### config.mk
export PLATFORM = sky130hd
export DESIGN_NAME = dbp_port
export DESIGN_NICKNAME = d
export VERILOG_FILES = /design/src/hdl/dbp_sync.v /design/src/hdl/dbp_prog_unlock.v /design/src/hdl/dbp_port.v
export VERILOG_INCLUDE_DIRS = /design/src /design/src/hdl
export SDC_FILE = /design/constraint.sdc
export NUM_CORES = 1
export LEC_CHECK = 0
export BUFFER_PORTS_ARGS = -buffer_cell sky130_fd_sc_hd__buf_4
export CORE_ASPECT_RATIO = 1.1
export CORE_UTILIZATION = 65
export CTS_CLUSTER_DIAMETER = 150
export DETAILED_ROUTE_END_ITERATION = 10
export PLACE_DENSITY = 0.91
export SLEW_MARGIN = 20
export SYNTH_ARGS = -nofsm -noshare
export SYNTH_HDL_FRONTEND = slang
export SYNTH_SLANG_ARGS = --single-unit
### constraint.sdc
create_clock -name i_clk -period 5.5 [get_ports i_clk]
set_input_delay 0.55 -clock i_clk [delete_from_list [all_inputs] [get_ports i_clk]]
set_output_delay 0.55 -clock i_clk [all_outputs]
set_load 0.02 [all_outputs]
### src/hdl/dbp_map.vh
`ifndef DBP_MAP_VH
`define DBP_MAP_VH
// data register selections
`define DBP_SEL_PART_ID      8'h00
`define DBP_SEL_REV_ID       8'h01
`define DBP_SEL_PROG_CTL     8'h02
`define DBP_SEL_PROG_DATA    8'hB4
`define DBP_SEL_PART_ID_ALT  8'hFD
`define DBP_SEL_REV_ID_ALT   8'hFE
// reset values
`define DBP_SELECT_RESET     8'h00
`define DBP_PROG_CTL_RESET   8'h00
`define DBP_PROG_DATA_RESET  8'h00
// enable key codes
`define DBP_KEY_FIRST        8'h02
`define DBP_KEY_SECOND       8'h01
// flash command codes
`define DBP_CMD_BLOCK_READ   8'h06
`define DBP_CMD_BLOCK_WRITE  8'h07
`define DBP_CMD_PAGE_ERASE   8'h08
`define DBP_CMD_DEVICE_ERASE 8'h03
// frame opcodes (2 bits, lsb first)
`define DBP_OP_DATA_READ     2'h0
`define DBP_OP_ADDR_WRITE    2'h1
`define DBP_OP_DATA_WRITE    2'h2
`define DBP_OP_ADDR_READ     2'h3
// link timing
`define DBP_RESET_LOW_NS     20000
`define DBP_CLK_PERIOD_NS    5
`define DBP_RESET_LOW_CYC    ((`DBP_RESET_LOW_NS+`DBP_CLK_PERIOD_NS-1)/`DBP_CLK_PERIOD_NS)
`endif

### src/hdl/dbp_sync.v
`timescale 1ns/1ps
// three-stage synchroniser; output changes once stages two and three agree
module dbp_sync (
  input  wire i_clk,
  input  wire i_reset,
  input  wire i_async,
  output reg  o_level
);
  reg s1_reg;
  reg s2_reg;
  reg s3_reg;

  // shift chain and agreement filter
  always @(posedge i_clk or posedge i_reset) begin
    if (i_reset) begin
      s1_reg  <= 1'b1;
      s2_reg  <= 1'b1;
      s3_reg  <= 1'b1;
      o_level <= 1'b1;
    end else begin
      s1_reg <= i_async;
      s2_reg <= s1_reg;
      s3_reg <= s2_reg;
      if (s2_reg == s3_reg)
        o_level <= s3_reg;
    end
  end
endmodule

### src/hdl/dbp_prog_unlock.v
`timescale 1ns/1ps
`include "dbp_map.vh"
// watches control writes for the ordered two-code key
module dbp_prog_unlock (
  input  wire       i_clk,
  input  wire       i_reset,
  input  wire       i_wr,
  input  wire [7:0] i_data,
  output reg        o_enabled
);
  reg first_seen_reg;

  // sequence detector; enable sticks until system reset
  always @(posedge i_clk or posedge i_reset) begin
    if (i_reset) begin
      first_seen_reg <= 1'b0;
      o_enabled      <= 1'b0;
    end else if (i_wr && !o_enabled) begin
      if (first_seen_reg && i_data == `DBP_KEY_SECOND) begin
        o_enabled      <= 1'b1;
        first_seen_reg <= 1'b0;
      end else begin
        // any other write restarts; a fresh first code re-arms
        first_seen_reg <= (i_data == `DBP_KEY_FIRST);
      end
    end
  end
endmodule

### src/hdl/dbp_port.v
`timescale 1ns/1ps
`include "dbp_map.vh"
module dbp_port #(
  parameter [7:0]         PART_ID     = 8'h5A, // arbitrary value
  parameter [7:0]         REVISION_ID = 8'h0C, // arbitrary value
  parameter integer       RESET_LOW_CYC = `DBP_RESET_LOW_CYC
) (
  input  wire       i_clk,
  input  wire       i_reset,
  input  wire       i_debug_clock_pin,
  input  wire       i_debug_data_pin,
  output reg        o_debug_data_pin,
  output reg        o_debug_data_oe,
  output reg        o_prog_enabled,
  output reg        o_hold_normal,
  output reg        o_link_reset,
  output reg  [7:0] o_flash_cmd,
  output reg        o_flash_cmd_valid
);
  // frame states
  localparam [2:0] ST_START = 3'h0;
  localparam [2:0] ST_INS   = 3'h1;
  localparam [2:0] ST_WDATA = 3'h2;
  localparam [2:0] ST_TURN  = 3'h3;
  localparam [2:0] ST_WAIT  = 3'h4;
  localparam [2:0] ST_RDATA = 3'h5;
  localparam [2:0] ST_STOP  = 3'h6;

  wire       ck_sync;
  wire       dat_sync;
  wire       prog_en;
  reg        ck_prev_reg;
  reg  [2:0] state_reg;
  reg  [1:0] op_reg;
  reg  [2:0] bit_reg;
  reg  [7:0] shift_reg;
  reg  [7:0] select_reg;
  reg  [7:0] prog_data_reg;
  reg        data_first_reg;
  reg        ctl_wr_reg;
  reg  [7:0] ctl_wdata_reg;
  reg  [15:0] low_cnt_reg;

  // read mux over the selected data register
  function [7:0] dbp_read;
    input [7:0] sel;
    input [7:0] pdat;
    input       en;
    begin
      case (sel)
        `DBP_SEL_PART_ID, `DBP_SEL_PART_ID_ALT:
          dbp_read = PART_ID;
        `DBP_SEL_REV_ID, `DBP_SEL_REV_ID_ALT:
          dbp_read = REVISION_ID;
        `DBP_SEL_PROG_CTL:
          dbp_read = {7'h00, en};
        `DBP_SEL_PROG_DATA:
          dbp_read = pdat;
        default:
          dbp_read = 8'h00;
      endcase
    end
  endfunction

  dbp_sync u_ck_sync (
    .i_clk   (i_clk),
    .i_reset (i_reset),
    .i_async (i_debug_clock_pin),
    .o_level (ck_sync)
  );

  dbp_sync u_dat_sync (
    .i_clk   (i_clk),
    .i_reset (i_reset),
    .i_async (i_debug_data_pin),
    .o_level (dat_sync)
  );

  dbp_prog_unlock u_unlock (
    .i_clk     (i_clk),
    .i_reset   (i_reset),
    .i_wr      (ctl_wr_reg),
    .i_data    (ctl_wdata_reg),
    .o_enabled (prog_en)
  );

  wire ck_rise = ck_sync && !ck_prev_reg; // device samples on rising edge
  wire ck_fall = !ck_sync && ck_prev_reg; // device drives after falling edge

  // long clock-low detection resets the link
  always @(posedge i_clk or posedge i_reset) begin
    if (i_reset) begin
      low_cnt_reg  <= 16'h0000;
      o_link_reset <= 1'b0;
    end else if (ck_sync) begin
      low_cnt_reg  <= 16'h0000;
      o_link_reset <= 1'b0;
    end else if (low_cnt_reg == RESET_LOW_CYC[15:0]) begin
      o_link_reset <= 1'b1;
    end else begin
      low_cnt_reg <= low_cnt_reg + 16'h0001;
    end
  end

  // frame engine driven from debug clock edges
  always @(posedge i_clk or posedge i_reset) begin
    if (i_reset) begin
      ck_prev_reg       <= 1'b1;
      state_reg         <= ST_START;
      op_reg            <= 2'h0;
      bit_reg           <= 3'h0;
      shift_reg         <= 8'h00;
      select_reg        <= `DBP_SELECT_RESET;
      prog_data_reg     <= `DBP_PROG_DATA_RESET;
      data_first_reg    <= 1'b1;
      ctl_wr_reg        <= 1'b0;
      ctl_wdata_reg     <= `DBP_PROG_CTL_RESET;
      o_debug_data_pin  <= 1'b0;
      o_debug_data_oe   <= 1'b0;
      o_flash_cmd       <= 8'h00;
      o_flash_cmd_valid <= 1'b0;
    end else begin
      ck_prev_reg       <= ck_sync;
      ctl_wr_reg        <= 1'b0;
      o_flash_cmd_valid <= 1'b0;
      if (o_link_reset) begin
        state_reg       <= ST_START;
        o_debug_data_oe <= 1'b0;
      end else if (ck_rise) begin
        case (state_reg)
          ST_START: begin
            bit_reg   <= 3'h0;
            state_reg <= ST_INS;
          end
          ST_INS: begin
            op_reg[bit_reg[0]] <= dat_sync;
            bit_reg <= 3'h0;
            if (bit_reg[0]) begin
              if ({dat_sync, op_reg[0]} == `DBP_OP_ADDR_WRITE ||
                  {dat_sync, op_reg[0]} == `DBP_OP_DATA_WRITE)
                state_reg <= ST_WDATA;
              else if ({dat_sync, op_reg[0]} == `DBP_OP_ADDR_READ) begin
                // no turnaround bit: select goes out on the next bit
                shift_reg <= select_reg;
                state_reg <= ST_RDATA;
              end else
                state_reg <= ST_WAIT;
            end else begin
              bit_reg <= 3'h1;
            end
          end
          ST_WDATA: begin
            shift_reg <= {dat_sync, shift_reg[7:1]};
            bit_reg   <= bit_reg + 3'h1;
            if (bit_reg == 3'h7) begin
              state_reg <= (op_reg == `DBP_OP_DATA_WRITE) ? ST_WAIT
                                                          : ST_STOP;
              if (op_reg == `DBP_OP_ADDR_WRITE) begin
                select_reg     <= {dat_sync, shift_reg[7:1]};
                data_first_reg <= 1'b1; // reselect starts a new command
              end
            end
          end
          ST_WAIT: begin
            // ready after one wait bit, which the device drives high
            begin
              bit_reg <= 3'h0;
              if (op_reg == `DBP_OP_DATA_WRITE) begin
                state_reg <= ST_STOP;
                if (select_reg == `DBP_SEL_PROG_CTL) begin
                  ctl_wr_reg    <= 1'b1;
                  ctl_wdata_reg <= shift_reg;
                end else if (select_reg == `DBP_SEL_PROG_DATA &&
                             prog_en) begin
                  prog_data_reg <= shift_reg;
                  if (data_first_reg) begin
                    o_flash_cmd       <= shift_reg;
                    o_flash_cmd_valid <= 1'b1;
                  end
                  data_first_reg <= 1'b0;
                end
              end else begin
                shift_reg <= dbp_read(select_reg, prog_data_reg, prog_en);
                state_reg <= ST_RDATA;
              end
            end
          end
          ST_TURN: begin
            shift_reg <= select_reg;
            bit_reg   <= 3'h0;
            state_reg <= ST_RDATA;
          end
          ST_RDATA: begin
            bit_reg   <= bit_reg + 3'h1;
            shift_reg <= {1'b0, shift_reg[7:1]};
            if (bit_reg == 3'h7)
              state_reg <= ST_STOP;
          end
          ST_STOP: begin
            o_debug_data_oe <= 1'b0;
            state_reg       <= ST_START;
          end
          default: state_reg <= ST_START;
        endcase
      end else if (ck_fall) begin
        // drive read bits and the ready bit from the falling edge on, held through the high phase
        o_debug_data_pin <= (state_reg == ST_WAIT) ? 1'b1 : shift_reg[0];
        o_debug_data_oe  <= (state_reg == ST_RDATA) ||
                            (state_reg == ST_WAIT);
      end
      if (select_reg != `DBP_SEL_PROG_DATA)
        data_first_reg <= 1'b1; // new command after reselect
    end
  end

  // status outputs
  always @(posedge i_clk or posedge i_reset) begin
    if (i_reset) begin
      o_prog_enabled <= 1'b0;
      o_hold_normal  <= 1'b0;
    end else begin
      o_prog_enabled <= prog_en;
      o_hold_normal  <= prog_en;
    end
  end
endmodule

==> flow_metrics.env, run 1 <==
export IMPL_grt_remaining_overflow=0
export IMPL_ys_types=60
export IMPL_hold_viol_final=0
export IMPL_die_area_um2=6500
export IMPL_fin_area_um2=4390
export IMPL_cts_repair_resized=0
export IMPL_cts_setup_buffers=0
export IMPL_synth_area_leader_cell="dfrtp_1"
export IMPL_r2r_cells=4
export IMPL_crit_arrival_ps=2890
export IMPL_ant_nets=0
export IMPL_syn2layout_area_growth_pct=9.41
export IMPL_place_ws_ps=2870
export IMPL_start_kind="flip-flop"
export IMPL_dp_cells=429
export IMPL_critical_path_class="reg2reg"
export IMPL_grt_pass1_vias=2825
export IMPL_drt_total_wl_um=8090
export IMPL_min_period_ps=2640
export IMPL_setup_violations=0
export IMPL_cpMaxStageDelayCell="dfstp_2"
export IMPL_syn_cell_area_um2=4020
export IMPL_gr_usage_all_layers_pct=27.4
export IMPL_wl_met3_um=392
export IMPL_vias=2918
export IMPL_drt_iter0_drc=285
export IMPL_fillCellCount=384
export IMPL_drive_above_1_share_pct=24.4
export IMPL_rr_endpoint="o_flash_cmd[3]$_DFFE_PP0P_"
export IMPL_tns_ps=0
export IMPL_worst_hold_slack_ps=290
export IMPL_first_pass_iters=6
export IMPL_cts_buffer_depth=2
export IMPL_dp_hpwl_um=5450
export IMPL_die_h_um=84.4
export IMPL_relSlewSlack_pct=47.4
export IMPL_postPlaceCellArea_um2=4170
export IMPL_cts_root_buf="clkbuf_8"
export IMPL_path_buf_inv=0
export IMPL_grt_pass1_wl_um=13600
export IMPL_met2_wirelength_um=3990
export IMPL_r2r_setup_slack_ps=2860
export IMPL_p_leak_nw=1.95
export IMPL_num_io_pins=18
export IMPL_yosys_most_used_dff="dfrtp_1"
export IMPL_vias_per_cell=6.54
export IMPL_highest_layer="met4"
export IMPL_clock_sinks=82
export IMPL_end_kind="flip-flop"
export IMPL_wl_met1_um=3480
export IMPL_ys_ff_latch=82
export IMPL_crit_chain="nor3b_2 > nand4_2 > or3_1 > mux2_4"
export IMPL_grt_max_degree=83
export IMPL_drv_cap=0
export IMPL_place_congestion=0.940
export IMPL_htree_levels=3
export IMPL_drc_errors=0
export IMPL_power_total_mw=1.71
export IMPL_finClkSkew_ps=15.5
export IMPL_final_cell_count_no_fill=446
export IMPL_antenna_found_initial=0
export IMPL_die_w_um=76.9
export IMPL_layout_common_cells="dfrtp_1 (72), mux2_2 (27), nor2_1 (22)"
export IMPL_cts_buffers=9
export IMPL_nNetsFinal=374
export IMPL_port_buffer_count=17
export IMPL_cts_tree="yes"
export IMPL_pwr_density_cell_nw_per_um2=389
export IMPL_rsz0062_at_grt="false"
export IMPL_tightest_slew_ps=789
export IMPL_syn_area_per_cell_um2=11.5
export IMPL_slowest_delay_ps=780
export IMPL_post_route_util_pct=74.7
export IMPL_setup_ws_ps=2860
export IMPL_ys_warn_count=0
export IMPL_initial_utilization_pct=68.3
export IMPL_cp_max_fo=23
export IMPL_finalCritPeriodShare_pct=48.0
export IMPL_clock_latency_ps=370
export IMPL_slew_violations=0
export IMPL_rows=29
export IMPL_synthTopCellsByArea="dfrtp_1 (45%), mux2_2 (7.6%), dfstp_2 (6.5%)"
export IMPL_holdCritPathClass="in2async"
export IMPL_largest_reg_flops=16
export IMPL_coreArea_um2=5880
export IMPL_synth_nets=360
export IMPL_synth_edff_count=0
export IMPL_layout_commonest_cell="dfrtp_1"
export IMPL_status="finished clean"
export IMPL_hold_buffers=0
export IMPL_antennaDiodeCount=0
export IMPL_worst_ep_required_time_ps=5760
export IMPL_syn_instance_count=350
export IMPL_clock_fmax_ghz=0.379
export IMPL_synth_top_cell_area_share_pct=44.9
export IMPL_cp_top_family="simple AND/OR/NAND/NOR gates"
export IMPL_avgRoutedWirePerCell_um=18.1
export IMPL_async_reset_ff_share_pct=100
export IMPL_vdd_drop_max_uv=231
export IMPL_ys_seq_area_share_pct=51.4
export IMPL_clk_pin_slew_ps=100
export IMPL_path_depth=4
export IMPL_reg2reg_from="u_ck_sync.o_level$_DFFE_PP1N_"
==> kinds of logic (layout without fill, tap and decap cells) <==
group,after synthesis,in the layout,share of synthesized area (%)
AOI/OAI and AO/OA,67,67,11.2
DFF,82,82,51.4
and+or+nand+nor,115,115,17.9
xor gates and xnor gates,11,11,2.40
muxes,39,39,11.6
adders and majority gates,8,8,2.37
buffers and inverters,28,47,3.15
==> power by group <==
part	leakage (nW)	internal, mW	switching (mW)	total, mW
Combinational	0.776	0.186	0.222	0.407
Clock	0.0988	0.217	0.237	0.455
Sequential	1.07	0.677	0.170	0.847
==> synth_stat cells, drive strengths merged (4+ instances only) <==
cell type,instances
mux2,35
a21oi,16
a31oi,8
nor4,7
o31ai,5
and4,5
dfrtp,72
and3b,4
nand2,13
xor2,7
nor2b,5
nor2,23
xnor2,4
mux2i,4
and2,4
clkbuf,10
a221oi,4
a211oi,5
inv,12
nand3,11
o21ai,11
nor3b,6
nand4,10
buf,6
ha,6
dfstp,10
or4,4
nor3,6
nand2b,5
==> layout make-up <==
cell class,instances,area (um^2),share of cell area [%]
multi-input combinational,240,1820,41.5
timing repair buffer,19,155,3.53
sequential,82,2060,47.0
clock buffer,9,124,2.82
tap,77,96.3,2.19
inverter,12,46.3,1.05
clock inverter,7,82.6,1.88
==> worst register-to-register path: stages, from the launching register on <==
cell and delay, ps:
dfstp_2 780, nor3b_2 530, nand4_2 250, or3_1 610
mux2_4 370
==> routing by layer <==
layer  track usage, %  vias to the layer above
li1                 -                     1323
met1             35.6                     1462
met2             44.1                      109
met3             5.65                       24
met4             13.3                        0
met5                0                        -
==> how the worst max path moves through the flow <==
stage	to	start	slack [ps]
floorplan	bit_reg[0]$_DFFE_PP0P_	i_reset	2860
global placement	o_flash_cmd[3]$_DFFE_PP0P_	u_ck_sync.o_level$_DFFE_PP1N_	3000
detailed placement	o_flash_cmd[3]$_DFFE_PP0P_	u_ck_sync.o_level$_DFFE_PP1N_	2870
CTS	o_flash_cmd[3]$_DFFE_PP0P_	u_ck_sync.o_level$_DFFE_PP1N_	2870
global route	o_flash_cmd[6]$_DFFE_PP0P_	u_ck_sync.o_level$_DFFE_PP1N_	2680
finish	o_flash_cmd[3]$_DFFE_PP0P_	u_ck_sync.o_level$_DFFE_PP1N_	2860
No activity file was read; power rests on OpenSTA's default activity.
==> run 2, diff against run 1 <==
Settings changed: ABC_AREA set to 1, CORE_UTILIZATION 65 to 61, PLACE_DENSITY 0.91 to 0.86.
Clock period 5.5 ns to 2.7 ns, I/O delays scaled along.
==> run 2 against run 1 <==
  * Clock skew rose by 1.1 ps
  * Sequential cell count did not move
  * Non-clock buffer count did not move
  * Core utilization fell by 5.7 points
  * Via count rose by 13%
  * Maximum frequency rose by 42%
  * Global-route usage fell by 1.6 points
  * Critical endpoint is now shift_reg[6]$_DFFE_PP0P_
  * Synthesized cell count rose by 39%
  * Critical path depth rose by 5
  * Clock power rose by 110%
  * Total power rose by 100%
==> flow_metrics.env, run 2 <==
export IMPL_synth_common_cells="nand2_1 (128), dfrtp_1 (72), nor2_1 (58)"
export IMPL_place_congestion=0.922
export IMPL_vias_per_cell=5.56
export IMPL_drt_total_wl_um=8080
export IMPL_crit_arrival_ps=2100
export IMPL_yosys_area_share_adder_pct=2.30
export IMPL_tns_ps=0
export IMPL_rows=31
export IMPL_rsz0062_at_grt="false"
export IMPL_cts_buffer_depth=2
export IMPL_hold_depth=1
export IMPL_r2r_cells=9
export IMPL_setup_violations=0
export IMPL_fillCellCount=476
export IMPL_initial_utilization_pct=63.1
export IMPL_vias=3308
export IMPL_synthMuxAreaShare_pct=0
export IMPL_pwr_density_cell_nw_per_um2=754
export IMPL_slowest_delay_ps=680
export IMPL_port_buffer_count=17
export IMPL_async_reset_ff_share_pct=100
export IMPL_synth_simple_gate_area_share_pct=29.1
export IMPL_cts_buffers=9
export IMPL_coreArea_um2=6560
export IMPL_layout_commonest_cell="nand2_1"
export IMPL_synth_nets=498
export IMPL_drt_iter0_drc=247
export IMPL_nNetsFinal=518
export IMPL_tightest_slew_ps=602
export IMPL_syn2layout_area_growth_pct=9.38
export IMPL_syn_cell_area_um2=4140
export IMPL_finalCritPeriodShare_pct=68.8
export IMPL_ant_nets=0
export IMPL_drv_cap=0
export IMPL_first_pass_iters=5
export IMPL_synth_most_common_cell="nand2_1"
export IMPL_holdCritPathClass="in2reg"
export IMPL_cts_repair_resized=0
export IMPL_num_io_pins=18
export IMPL_die_w_um=80.5
export IMPL_hold_viol_final=0
export IMPL_cts_root_buf="clkbuf_8"
export IMPL_slew_violations=0
export IMPL_synth_compound_area_share_pct=10.3
export IMPL_rr_endpoint="shift_reg[6]$_DFFE_PP0P_"
export IMPL_dp_hpwl_um=5860
export IMPL_drive_above_1_share_pct=17.9
export IMPL_antenna_found_initial=0
export IMPL_grt_remaining_overflow=0
export IMPL_cts_tree="yes"
export IMPL_min_delay_worst_endpoint="u_ck_sync.s1_reg$_DFF_PP1_"
export IMPL_vdd_drop_max_uv=461
export IMPL_grt_pass1_vias=3058
export IMPL_antennaDiodeCount=0
export IMPL_ys_seq_area_share_pct=49.9
export IMPL_end_kind="flip-flop"
export IMPL_min_period_ps=1860
export IMPL_drc_errors=0
export IMPL_met2_wirelength_um=3880
export IMPL_clk_pin_slew_ps=80
export IMPL_crit_chain="inv_4 > nor2_8 > nand2_4 > nor2_4 > nand2_2 > nor2_4 > nand2_1 > nor2_1 > nor2_1"
export IMPL_synth_edff_count=0
export IMPL_wl_met3_um=380
export IMPL_highest_layer="met4"
export IMPL_clock_fmax_ghz=0.539
export IMPL_finClkSkew_ps=16.5
export IMPL_syn_area_per_cell_um2=8.47
export IMPL_grt_max_degree=55
export IMPL_hold_start="i_debug_clock_pin"
export IMPL_clock_latency_ps=360
export IMPL_gr_usage_all_layers_pct=25.9
export IMPL_reg2reg_from="u_ck_sync.o_level$_DFFE_PP1N_"
export IMPL_clock_sinks=82
export IMPL_status="finished clean"
export IMPL_worst_ep_required_time_ps=2940
export IMPL_p_leak_nw=2.31
export IMPL_syn_instance_count=488
export IMPL_avgRoutedWirePerCell_um=13.6
export IMPL_power_total_mw=3.41
export IMPL_synth_area_leader_cell="dfrtp_1"
export IMPL_critical_path_class="reg2reg"
export IMPL_yosys_most_used_dff="dfrtp_1"
export IMPL_die_h_um=88.4
export IMPL_synth_xor_area_share_pct=0.847
export IMPL_wl_met1_um=3510
export IMPL_largest_reg_flops=16
export IMPL_ys_types=37
export IMPL_htree_levels=3
export IMPL_grt_pass1_wl_um=13800
export IMPL_ys_ff_latch=82
export IMPL_synth_top_cell_area_share_pct=43.6
export IMPL_layout_common_cells="nand2_1 (128), dfrtp_1 (72), nor2_1 (58)"
export IMPL_relSlewSlack_pct=59.5
export IMPL_cp_max_fo=13
export IMPL_r2r_setup_slack_ps=840
export IMPL_synthTopCellsByArea="dfrtp_1 (44%), nand2_1 (12%), dfstp_2 (6.4%)"
export IMPL_die_area_um2=7110
export IMPL_cpMaxStageDelayCell="dfstp_2"
export IMPL_start_kind="flip-flop"
export IMPL_ys_warn_count=0
export IMPL_synth_top_family_by_area="simple AND/OR/NAND/NOR gates"
==> run 2: cell count changes in the layout (fill, tap and decap cells not counted), moves of 8 or more <==
cell     change
nand2_1    +115
inv_1       +36
nor2_1      +36
mux2_2      -27
nand3_1     +25
o21ai_0     +18
o21ai_2     +16
o21ai_1     +10
a21oi_1      -8
mux2_4       -8
==> run 2: worst max-delay path: cells and delay by family (launching register included) <==
| family | cells | cell delay (ps) |
|---|---|---|
| buffers and inverters | 1 | 130 |
| DFF | 1 | 680 |
| and+or+nand+nor | 8 | 930 |
==> run 2: logic make-up (layout without fill, tap and decap cells) <==
group                      count (synthesis)  count (layout)
and+or+nand+nor                          259             259
DFF                                       82              82
AOI/OAI and AO/OA                         69              69
buffers and inverters                     66              91
adders and majority gates                  8               8
xor gates and xnor gates                   4               4
==> run 2: final cells by class <==
class	instances	area, um^2	share of cell area [%]
multi-input combinational	340	1760	38.9
clock inverter	6	90.1	1.99
sequential	82	2060	45.6
tap	82	103	2.27
timing repair buffer	19	158	3.49
inverter	56	221	4.90
clock buffer	10	128	2.82
==> run 2: routing by layer <==
layer | track usage, % | up-vias
li1 | - | 1605
met1 | 33.5 | 1555
met2 | 41.1 | 119
met3 | 3.81 | 29
met4 | 16.1 | 0
met5 | 0 | -
==> run 2: metrics by stage <==
step / cell area (um^2) / utilization, % / instances / hold WS [ps] / setup WS [ps]
after floorplan: 4140 / - / 488 / 274 / 338
after global placement: 4300 / 65.5 / 578 / 316 / 884
after detailed placement: 4300 / 65.5 / 578 / 324 / 864
after CTS: 4520 / 69.0 / 595 / 8.28 / 822
after global routing: 4520 / 69.0 / 595 / 8.07 / 682
final: 4520 / 69.0 / 595 / 20.2 / 844
==> run 2: how the worst max path moves through the flow <==
stage,to,start,cells after the start
2_1_floorplan,bit_reg[0]$_DFFE_PP0P_,i_reset,1
3_3_place_gp,o_flash_cmd[5]$_DFFE_PP0P_,u_ck_sync.o_level$_DFFE_PP1N_,9
3_5_place_dp,o_flash_cmd[2]$_DFFE_PP0P_,u_ck_sync.o_level$_DFFE_PP1N_,9
4_1_cts,shift_reg[6]$_DFFE_PP0P_,u_ck_sync.o_level$_DFFE_PP1N_,9
5_1_grt,shift_reg[6]$_DFFE_PP0P_,u_ck_sync.o_level$_DFFE_PP1N_,9
6_report,shift_reg[6]$_DFFE_PP0P_,u_ck_sync.o_level$_DFFE_PP1N_,9
==> run 2: report_power, final <==
part           internal (mW)  switching, mW  leakage (nW)
Clock                  0.526          0.447         0.107
Sequential              1.38          0.142          1.08
Combinational          0.263          0.657          1.12
==> run 2: what timing repair did <==
action                    in CTS  in global routing
hold buffers                   1                  0
buffers inserted               0                  0
hold endpoints to repair      27                  0
